`src/gst_pkg.sv`:
```
package gst_pkg;

    localparam int ADDR_W = 8;
    localparam int DATA_W = 8;
    localparam int COUNT_W = 16;
    localparam int PRE_W = 3;
    localparam int PHASE_W = 2;

    // register map
    localparam logic [7:0] REG_FLAG = 8'h0C;
    localparam logic [7:0] REG_COUNT_LOW = 8'h0E;
    localparam logic [7:0] REG_COUNT_HIGH = 8'h0F;
    localparam logic [7:0] REG_CTRL = 8'h10;
    localparam logic [7:0] REG_GATE_CTRL = 8'h8F;

    // reset values and the counter's all-ones value
    localparam logic [7:0] CTRL_RESET = 8'h00;
    localparam logic [7:0] GATE_RESET = 8'h00;
    localparam logic [15:0] COUNT_RESET = 16'h0000;
    localparam logic [15:0] COUNT_ALL_ONES = 16'hFFFF;
    localparam logic [7:0] READ_ZERO = 8'h00;

    // field layout helpers
    localparam int FLAG_OVF_BIT = 0;
    localparam logic [7:0] CTRL_WR_MASK = 8'hFD;
    localparam int GATE_VAL_BIT = 2;

    // instruction clock is the system clock divided by four
    localparam int INSTR_DIV = 4;
    localparam logic [1:0] INSTR_LAST = 2'(INSTR_DIV - 1);

    // pin sync vector indices
    localparam int PIN_EXT = 0;
    localparam int PIN_XTAL = 1;
    localparam int PIN_SENSE = 2;
    localparam int PIN_GATE = 3;
    localparam int PIN_N = 4;

    typedef enum logic [1:0] {
        GST_SRC_INSTR = 2'h0,
        GST_SRC_SYS   = 2'h1,
        GST_SRC_EXT   = 2'h2,
        GST_SRC_SENSE = 2'h3
    } gst_src_t;

    typedef struct packed {
        gst_src_t   clockSelect;
        logic [1:0] prescaleSelect;
        logic       crystalOscEnable;
        logic       syncDisable;
        logic       unused;
        logic       runBit;
    } gst_ctrl_t;

    typedef struct packed {
        logic       gateEnable;
        logic       gatePolarity;
        logic [2:0] gateMisc;
        logic       gateValue;
        logic [1:0] gateSource;
    } gst_gate_t;

    typedef struct packed {
        logic       extCountPin;
        logic       crystalClk;
        logic       senseOsc;
        logic       gatePin;
    } gst_pins_t;

endpackage

```
`src/gst_timer.sv`:
```
`timescale 1ns/10ps
module gst_timer
    import gst_pkg::*;
(
    // clock and reset
    input  wire logic                    sys_clk,
    input  wire logic                    rst,
    // register port
    input  wire logic [gst_pkg::ADDR_W-1:0] regAddr,
    input  wire logic [gst_pkg::DATA_W-1:0] regWrData,
    input  wire logic                    regWrStb,
    input  wire logic                    regRdStb,
    output logic      [gst_pkg::DATA_W-1:0] regRdData,
    // pins
    input  wire gst_pkg::gst_pins_t      pins,
    // status
    output logic                         overflowFlag
);
    import gst_pkg::*;

    // pin synchronisers
    logic [PIN_N-1:0] pinMeta_q;
    logic [PIN_N-1:0] pinSync_q;
    logic [PIN_N-1:0] pinRaw;

    // registers and state
    gst_ctrl_t            ctrl_q;
    gst_gate_t            gate_q;
    logic [COUNT_W-1:0]   count_q;
    logic [COUNT_W-1:0]   count_d;
    logic [PRE_W-1:0]     pre_q;
    logic [PRE_W-1:0]     pre_d;
    logic [PHASE_W-1:0]   phase_q;
    logic                 extPrev_q;
    logic                 armed_q;
    logic                 armed_d;
    logic                 pend_q;
    logic                 pend_d;
    logic                 flag_q;
    logic                 flag_d;
    logic [DATA_W-1:0]    rdData_q;
    logic [DATA_W-1:0]    rdData_d;

    assign pinRaw = {pins.gatePin, pins.senseOsc, pins.crystalClk, pins.extCountPin};

    always_ff @(posedge sys_clk or posedge rst) begin
        if (rst) begin
            pinMeta_q <= '0;
            pinSync_q <= '0;
        end else begin
            pinMeta_q <= pinRaw;
            pinSync_q <= pinMeta_q;
        end
    end

    // address decode
    wire selFlag  = (regAddr == REG_FLAG);
    wire selLow   = (regAddr == REG_COUNT_LOW);
    wire selHigh  = (regAddr == REG_COUNT_HIGH);
    wire selCtrl  = (regAddr == REG_CTRL);
    wire selGate  = (regAddr == REG_GATE_CTRL);
    wire wrLow    = regWrStb & selLow;
    wire wrHigh   = regWrStb & selHigh;
    wire countWr  = wrLow | wrHigh;
    wire wrCtrl   = regWrStb & selCtrl;
    wire wrGate   = regWrStb & selGate;
    wire flagClr  = regWrStb & selFlag & regWrData[FLAG_OVF_BIT];

    // clock source selection
    wire       runBit      = ctrl_q.runBit;
    wire       isExt       = ctrl_q.clockSelect[1];
    wire       instrTick   = (phase_q == INSTR_LAST);
    wire       gateLevel   = pinSync_q[PIN_GATE];
    wire       gateActive  = (gateLevel == gate_q.gatePolarity);
    // counting is enabled by run, then qualified by the gate when gate enable is set
    wire       countEn     = runBit & (~gate_q.gateEnable | gateActive);
    // pin or crystal under select 10, sensing oscillator under 11
    wire       extLevel    = (ctrl_q.clockSelect == GST_SRC_SENSE) ? pinSync_q[PIN_SENSE] :
                             ctrl_q.crystalOscEnable ? pinSync_q[PIN_XTAL] :
                             pinSync_q[PIN_EXT];
    wire       extRise     = extLevel & ~extPrev_q;
    // a rise only counts once a low level has been seen since arming was lost
    wire       extEvent    = isExt & extRise & armed_q;
    // sync mode holds an edge until the next instruction boundary
    wire       extTick     = ctrl_q.syncDisable ? extEvent :
                             ((pend_q | extEvent) & instrTick);
    wire       srcTick     = isExt ? extTick :
                             (ctrl_q.clockSelect == GST_SRC_SYS) ? 1'b1 : instrTick;
    wire [PRE_W-1:0] preMask = PRE_W'((1 << ctrl_q.prescaleSelect) - 1);
    wire       preDone     = ((pre_q & preMask) == preMask);
    wire       step        = srcTick & countEn & preDone & ~countWr;
    wire       rollover    = step & (count_q == COUNT_ALL_ONES);

    // instruction phase counter
    always_ff @(posedge sys_clk or posedge rst) begin
        if (rst) begin
            phase_q <= '0;
        end else begin
            phase_q <= phase_q + PHASE_W'(1);
        end
    end

    // prescaler: restarts on any count write so the first period is whole
    always_comb begin
        pre_d = pre_q;
        if (countWr) begin
            pre_d = '0;
        end else if (srcTick & countEn) begin
            pre_d = preDone ? '0 : pre_q + PRE_W'(1);
        end
    end

    // edge arming and sync pending
    always_comb begin
        armed_d = armed_q;
        if (countWr | ~runBit) begin
            armed_d = 1'b0;
        end else if (~extLevel) begin
            armed_d = 1'b1;
        end
        pend_d = ~ctrl_q.syncDisable & runBit & (pend_q | extEvent) & ~instrTick;
    end

    // counter next value; a write beats an increment in the same cycle
    always_comb begin
        count_d = count_q;
        if (wrLow) begin
            count_d[7:0] = regWrData;
        end else if (wrHigh) begin
            count_d[15:8] = regWrData;
        end else if (step) begin
            count_d = count_q + COUNT_W'(1);
        end
    end

    // overflow flag: set wins over a clear in the same cycle
    assign flag_d = rollover | (flag_q & ~flagClr);

    // read mux; unmapped addresses read zero
    wire [DATA_W-1:0] gateRead = {gate_q.gateEnable, gate_q.gatePolarity, gate_q.gateMisc,
                                  gateLevel, gate_q.gateSource};
    always_comb begin
        rdData_d = READ_ZERO;
        if (regRdStb) begin
            if (selLow) begin
                rdData_d = count_q[7:0];
            end else if (selHigh) begin
                rdData_d = count_q[15:8];
            end else if (selCtrl) begin
                rdData_d = ctrl_q & CTRL_WR_MASK;
            end else if (selGate) begin
                rdData_d = gateRead;
            end else if (selFlag) begin
                rdData_d = {7'h00, flag_q};
            end
        end
    end

    always_ff @(posedge sys_clk or posedge rst) begin
        if (rst) begin
            ctrl_q <= CTRL_RESET;
            gate_q <= GATE_RESET;
        end else begin
            if (wrCtrl) begin
                ctrl_q <= regWrData & CTRL_WR_MASK;
            end
            if (wrGate) begin
                gate_q <= regWrData;
            end
        end
    end

    always_ff @(posedge sys_clk or posedge rst) begin
        if (rst) begin
            count_q   <= COUNT_RESET;
            pre_q     <= '0;
            extPrev_q <= 1'b0;
            armed_q   <= 1'b0;
            pend_q    <= 1'b0;
            flag_q    <= 1'b0;
            rdData_q  <= READ_ZERO;
        end else begin
            count_q   <= count_d;
            pre_q     <= pre_d;
            extPrev_q <= extLevel;
            armed_q   <= armed_d;
            pend_q    <= pend_d;
            flag_q    <= flag_d;
            rdData_q  <= rdData_d;
        end
    end

    assign regRdData    = rdData_q;
    assign overflowFlag = flag_q;

    // checks
    chk_off_holds: assert property (
        @(posedge sys_clk) disable iff (rst)
        (!ctrl_q.runBit && !countWr) |=> (count_q == $past(count_q)))
        else $error("count moved while run bit clear");

    chk_gate_blocks: assert property (
        @(posedge sys_clk) disable iff (rst)
        (ctrl_q.runBit && gate_q.gateEnable && !gateActive && !countWr)
        |=> (count_q == $past(count_q)))
        else $error("count moved while gate inactive");

    chk_write_low: assert property (
        @(posedge sys_clk) disable iff (rst)
        wrLow |=> (count_q[7:0] == $past(regWrData)))
        else $error("low byte write not applied");

    chk_write_high: assert property (
        @(posedge sys_clk) disable iff (rst)
        wrHigh |=> (count_q[15:8] == $past(regWrData) && count_q[7:0] == $past(count_q[7:0])))
        else $error("high byte write not applied");

    chk_sys_rate: assert property (
        @(posedge sys_clk) disable iff (rst)
        (ctrl_q.runBit && !gate_q.gateEnable && ctrl_q.clockSelect == GST_SRC_SYS
         && ctrl_q.prescaleSelect == 2'b00 && !countWr && !wrCtrl && !wrGate)
        |=> (count_q == $past(count_q) + COUNT_W'(1)))
        else $error("system clock source did not count every cycle");

    chk_instr_rate: assert property (
        @(posedge sys_clk) disable iff (rst)
        (step && ctrl_q.clockSelect == GST_SRC_INSTR) |-> (phase_q == INSTR_LAST))
        else $error("instruction source counted off an instruction boundary");

    chk_sync_align: assert property (
        @(posedge sys_clk) disable iff (rst)
        (step && isExt && !ctrl_q.syncDisable) |-> instrTick)
        else $error("synchronised external count not on boundary");

    chk_ext_edge: assert property (
        @(posedge sys_clk) disable iff (rst)
        (extEvent && ctrl_q.syncDisable && ctrl_q.runBit && !gate_q.gateEnable
         && ctrl_q.prescaleSelect == 2'b00 && !countWr)
        |=> (count_q == $past(count_q) + COUNT_W'(1)))
        else $error("external rising edge not counted");

    chk_write_disarms: assert property (
        @(posedge sys_clk) disable iff (rst)
        countWr |=> (!armed_q && !extEvent))
        else $error("edge counter still armed after count write");

    chk_ovf_set: assert property (
        @(posedge sys_clk) disable iff (rst)
        rollover |=> (flag_q && count_q == COUNT_RESET))
        else $error("rollover did not set overflow flag");

    chk_ovf_sticky: assert property (
        @(posedge sys_clk) disable iff (rst)
        (flag_q && !flagClr) |=> flag_q [*2] or (flag_q ##1 $past(flagClr)))
        else $error("overflow flag dropped without a clear");

    chk_read_low: assert property (
        @(posedge sys_clk) disable iff (rst)
        (regRdStb && selLow) |=> (regRdData == $past(count_q[7:0])) ##1 (regRdData == READ_ZERO
         || $past(regRdStb)))
        else $error("low byte read data wrong");

    chk_read_high: assert property (
        @(posedge sys_clk) disable iff (rst)
        (regRdStb && selHigh) |=> (regRdData == $past(count_q[15:8])))
        else $error("high byte read data wrong");

    // an idle port returns zero so software never sees a stale byte
    chk_read_idle: assert property (
        @(posedge sys_clk) disable iff (rst)
        !regRdStb |=> (regRdData == READ_ZERO))
        else $error("read data not zero after an idle cycle");

    chk_ctrl_spare: assert property (
        @(posedge sys_clk) disable iff (rst)
        (regRdStb && selCtrl) |=> ((regRdData & ~CTRL_WR_MASK) == READ_ZERO))
        else $error("reserved control bit read as one");

    // a ratio of two leaves at least one idle cycle between steps
    chk_sys_half: assert property (
        @(posedge sys_clk) disable iff (rst)
        (step && ctrl_q.clockSelect == GST_SRC_SYS && ctrl_q.prescaleSelect == 2'h1
         && !wrCtrl) |=> !step)
        else $error("prescale of two counted on consecutive cycles");

    // the phase counter is free running, so three quiet cycles follow every step
    chk_instr_gap: assert property (
        @(posedge sys_clk) disable iff (rst)
        (step && ctrl_q.clockSelect == GST_SRC_INSTR)
        |=> (!step || ctrl_q.clockSelect != GST_SRC_INSTR) [*3])
        else $error("instruction source counted twice within four cycles");

    // arming only ever follows a low level on the selected input
    chk_arm_on_low: assert property (
        @(posedge sys_clk) disable iff (rst)
        $rose(armed_q) |-> !$past(extLevel))
        else $error("edge counter armed without a low level");

    chk_off_disarms: assert property (
        @(posedge sys_clk) disable iff (rst)
        !runBit |=> !armed_q)
        else $error("edge counter armed while run bit clear");

    chk_unarmed_holds: assert property (
        @(posedge sys_clk) disable iff (rst)
        (isExt && ctrl_q.syncDisable && !armed_q && !countWr)
        |=> (count_q == $past(count_q)))
        else $error("external edge counted before a low level");

    chk_ovf_clear: assert property (
        @(posedge sys_clk) disable iff (rst)
        (flagClr && !rollover) |=> !flag_q)
        else $error("overflow flag not cleared by a write of one");

    // an overflow that lands on the clearing write must not be lost
    chk_ovf_set_wins: assert property (
        @(posedge sys_clk) disable iff (rst)
        (flagClr && rollover) |=> flag_q)
        else $error("clear beat a rollover in the same cycle");

    cov_sync_count: cover property (@(posedge sys_clk) disable iff (rst)
        step && isExt && !ctrl_q.syncDisable);

    cov_overflow: cover property (@(posedge sys_clk) disable iff (rst) rollover);
    cov_ext_count: cover property (@(posedge sys_clk) disable iff (rst) step && isExt);
    cov_gated: cover property (@(posedge sys_clk) disable iff (rst)
        step && gate_q.gateEnable);
    cov_set_clear: cover property (@(posedge sys_clk) disable iff (rst) rollover && flagClr);

endmodule

```
`config.mk`:
```
export PLATFORM = sky130hd
export DESIGN_NAME = gst_timer
export DESIGN_NICKNAME = d
export VERILOG_FILES = /design/src/gst_pkg.sv /design/src/gst_timer.sv
export SDC_FILE = /design/constraint.sdc
export NUM_CORES = 1
export LEC_CHECK = 0
export ABC_CLOCK_PERIOD_IN_PS = 3500
export BUFFER_PORTS_ARGS = -buffer_cell sky130_fd_sc_hd__buf_2
export CELL_PAD_IN_SITES_DETAIL_PLACEMENT = 1
export CELL_PAD_IN_SITES_GLOBAL_PLACEMENT = 1
export CORE_MARGIN = 5
export CORE_UTILIZATION = 23
export DETAILED_ROUTE_END_ITERATION = 16
export GPL_ROUTABILITY_DRIVEN = 0
export PLACE_DENSITY = 0.57
export RECOVER_POWER = 50
export SLEW_MARGIN = 20
export SYNTH_ARGS = -nofsm -noshare
export SYNTH_HDL_FRONTEND = slang
export SYNTH_SLANG_ARGS = --single-unit
```
`constraint.sdc`:
```
create_clock -name sys_clk -period 3.5 [get_ports sys_clk]
set_input_delay 0.7 -clock sys_clk [delete_from_list [all_inputs] [get_ports sys_clk]]
set_output_delay 0.7 -clock sys_clk [all_outputs]
set_load 0.01 [all_outputs]
```
==> results.md <==
- Status: completed
- Synth Area in Compound Gates: 0.1653
- CP Capture Type: register
- Global Route met3 Usage: 0.01885
- Reg-to-Reg Start: ctrl_q[7]
- Warnings from Yosys: 0
- Hold depth: 0
- Port Buf Inserts: 32
- DIE HEIGHT: 119.9 um
- Drt via density: 4.924
- Clock-pin slew on the worst setup and hold paths: 0.08 ns
- Dominant synthesized flop cell: dfrtp_1
- Final hold vios: 0
- Post-synth EDFFs: 0
- Clk sinks: 55
- M2 GR Usage: 0.1850
- Antenna violations before repair: 0
- Hold Buf Count CTS: 0
- Slew Viols, Final: 0
- Worst path bufs/invs: 0
- H-Tree Level Count: 2
- Drt pass-1 iters: 4
- HP Start: pinMeta_q[1]
- Critical path origin: ctrl_q[7]
- Family with the most delay on the worst path: simple AND/OR/NAND/NOR gates
- Die width: 119.9 um
- Gr ovfl total: 0
- Setup-failing EPs final: 0
- Worst Path Required: 3.67 ns
- Largest net degree at the start of global routing: 29
- Dpl cells: 437
- R2R setup slack: 1.01 ns
- TritonCTS clock tree: built
- Final setup margin: 1.013 ns
- Crit-path max cell delay: 0.64 ns
- GR peak layer: met2
- Post-synthesis cell count: 264
- Number of max-cap violations: 0
- Register bit count reported by yosys: 55
- Power Total: 1.506 mW
- TritonCTS Buffers: 5
- Final period util: 0.7104
- Reg area: 1376 um^2
- Hpwl dp: 6.000 mm
- Skew final: 0.004259 ns
- Syn Nets: 291
- Initial core utilization: 0.2332
- Async S/R FF share, synth: 1.000
- Vias post-DR: 2,191
- Adder-cell share of the synthesized area: 0.01351
- Count of filler cells inserted in the layout: 1,368
- FF-to-FF path depth: 6
- Final ANT Viol Nets: 0
- GR Util met1: 0.1633
- Num rows: 40
- Worst-Margin Slew: 1.163 ns
- First-pass GRT wire length: 12.99 mm
- Mux cell area share after synthesis: 0.08378
- Seq/Total Area, Yosys: 0.4955
- Crit start category: register
- Largest family of logic cells by synthesized area: simple AND/OR/NAND/NOR gates
- Commonest cells after routing, fill and taps aside: dfrtp_1 (55), buf_2 (31), nand2_1 (28)
- Post-CTS sizing: 0
- Hold EP: pinSync_q[1]
- Total wire length: 7.985 mm
- Clock period minus worst slack: 2.487 ns
- Crit path DAT: 2.66 ns
- Lkg Pwr: 1.359 nW
- Routed WL per cell: 17.94 um
- Iteration-0 DRC Markers: 95
- Relative slew margins: 0.2236
- Multi-input logic area: 1316 um^2
- Post-Synth Simple-Gate Area: 0.1892
- Vias in the first global route: 2,290
- Non-Filler Instances: 445
- Setup TNS: 0 ns
- Util after Layout: 0.2746
- Pwr dens: 460.5 nW/um^2
- Crit path kind: register to register
- GRT Overall Usage: 0.1146
- Reg-to-Reg End: count_q[11]
- Ant diodes: 0
- Leading cell type in the layout, fill and taps excluded: dfrtp_1
- Die area: 14,370 um^2
- Syn-to-layout area delta: 17.75%
- Crit-path slowest cell: or4_1
- Avg Cell Area, Syn: 10.52 um^2
- Post-Synthesis Cell Area: 2778 um^2
- DRC violations left: 0
- Worst-Skew Late Latency: 0.30 ns
- Share of layout cells above drive strength 1: 0.2383
- Tightest Hold Check Type: register to register
- Fmax achieved: 402.2 MHz
- CP Cell Sequence: and3b_1, a211oi_2, o211ai_2, or4_1, nand3_1, o221ai_1
- CTS Root Cell: clkbuf_16
- Setup Buffers After CTS: 0
- Pre-CTS WS: 0.7645 ns
- Clock buffer depth: 2
- VDD IR-drop max: 0.2141 mV
- I/O pin count: 33
- Post-layout nets: 324
- CP max FO: 12
- Netlist cell types: 55
- XOR/XNOR share of the synthesized area: 0.02207
- RSZ-0062 raised after global routing: no
- Core area: 11,910 um^2
[cells by family (layout without fill, tap and decap cells)]
group | count (synthesis) | after routing
compound gates | 63 | 63
xor+xnor | 7 | 7
fa+ha+maj | 3 | 3
buf+inv | 19 | 53
flops | 55 | 55
mux | 21 | 21
simple gates | 96 | 96
[power by group]
part           total [mW]  internal (mW)  switching (mW)
clock network       0.605          0.346           0.258
registers           0.740          0.681          0.0592
logic               0.161         0.0709          0.0904
[Yosys cell counts, drive strengths merged, types with 4 or more instances]
library cell | instances | area [um^2]
a211oi | 6 | 50.05
nand2 | 28 | 105.1
inv | 10 | 37.54
clkbuf | 4 | 16.26
o21ai | 11 | 55.05
a22oi | 7 | 52.55
dfrtp | 55 | 1376
nand3 | 8 | 40.04
mux2 | 18 | 202.7
nor2 | 21 | 83.83
a21oi | 14 | 70.07
and3 | 4 | 25.02
buf | 5 | 31.28
nor4 | 5 | 73.82
nor3 | 8 | 40.04
xnor2 | 6 | 52.55
nand4 | 5 | 31.28
a21boi | 6 | 45.04
[worst register-to-register path: cells and delay by family, from the launching register on]
| kind | cells | cell delay, ns |
|---|---|---|
| and+or+nand+nor | 3 | 1.00 |
| AOI/OAI and AO/OA | 3 | 0.87 |
| DFF | 1 | 0.48 |
[per-layer routing]
metal | up-vias | wire length (um)
li1 | 1034 | -
met1 | 1100 | 3766
met2 | 51 | 3806
met3 | 6 | 345
met4 | 0 | 65
met5 | - | 0
[how the worst max path moves through the flow]
stage                        endpoint  depth (start not counted)
after floorplan            count_q[2]                          7
after global placement      ctrl_q[6]                          6
after detailed placement   count_q[0]                          9
after CTS                 count_q[11]                          6
after global routing      count_q[11]                          6
final                     count_q[11]                          6
[metrics by stage]
| step | instance area [um^2] | hold slack (ns) |
|---|---|---|
| after floorplan | 2778 | 0.3312 |
| after global placement | 3097 | 0.3333 |
| after detailed placement | 3097 | 0.3365 |
| after CTS | 3272 | 0.3548 |
| after global routing | 3271 | 0.3588 |
| final | 3271 | 0.3516 |
[flip-flops by register name, indices dropped and copies added, names as in the netlist]
name	count
armed_q	1
count_q	16
ctrl_q	6
extPrev_q	1
gateRead	7
overflowFlag	1
pend_q	1
phase_q	2
pinMeta_q	4
pinSync_q	4
pre_q	3
regRdData	8
runBit	1
[final cells by class]
cell class	count	area share
sequential	55	0.4208
multi-input combinational	190	0.4024
tap	147	0.05624
timing repair buffer	35	0.05547
clock buffer	5	0.03826
clock inverter	3	0.01530
inverter	10	0.01148
No activity file was read; power rests on OpenSTA's default activity.
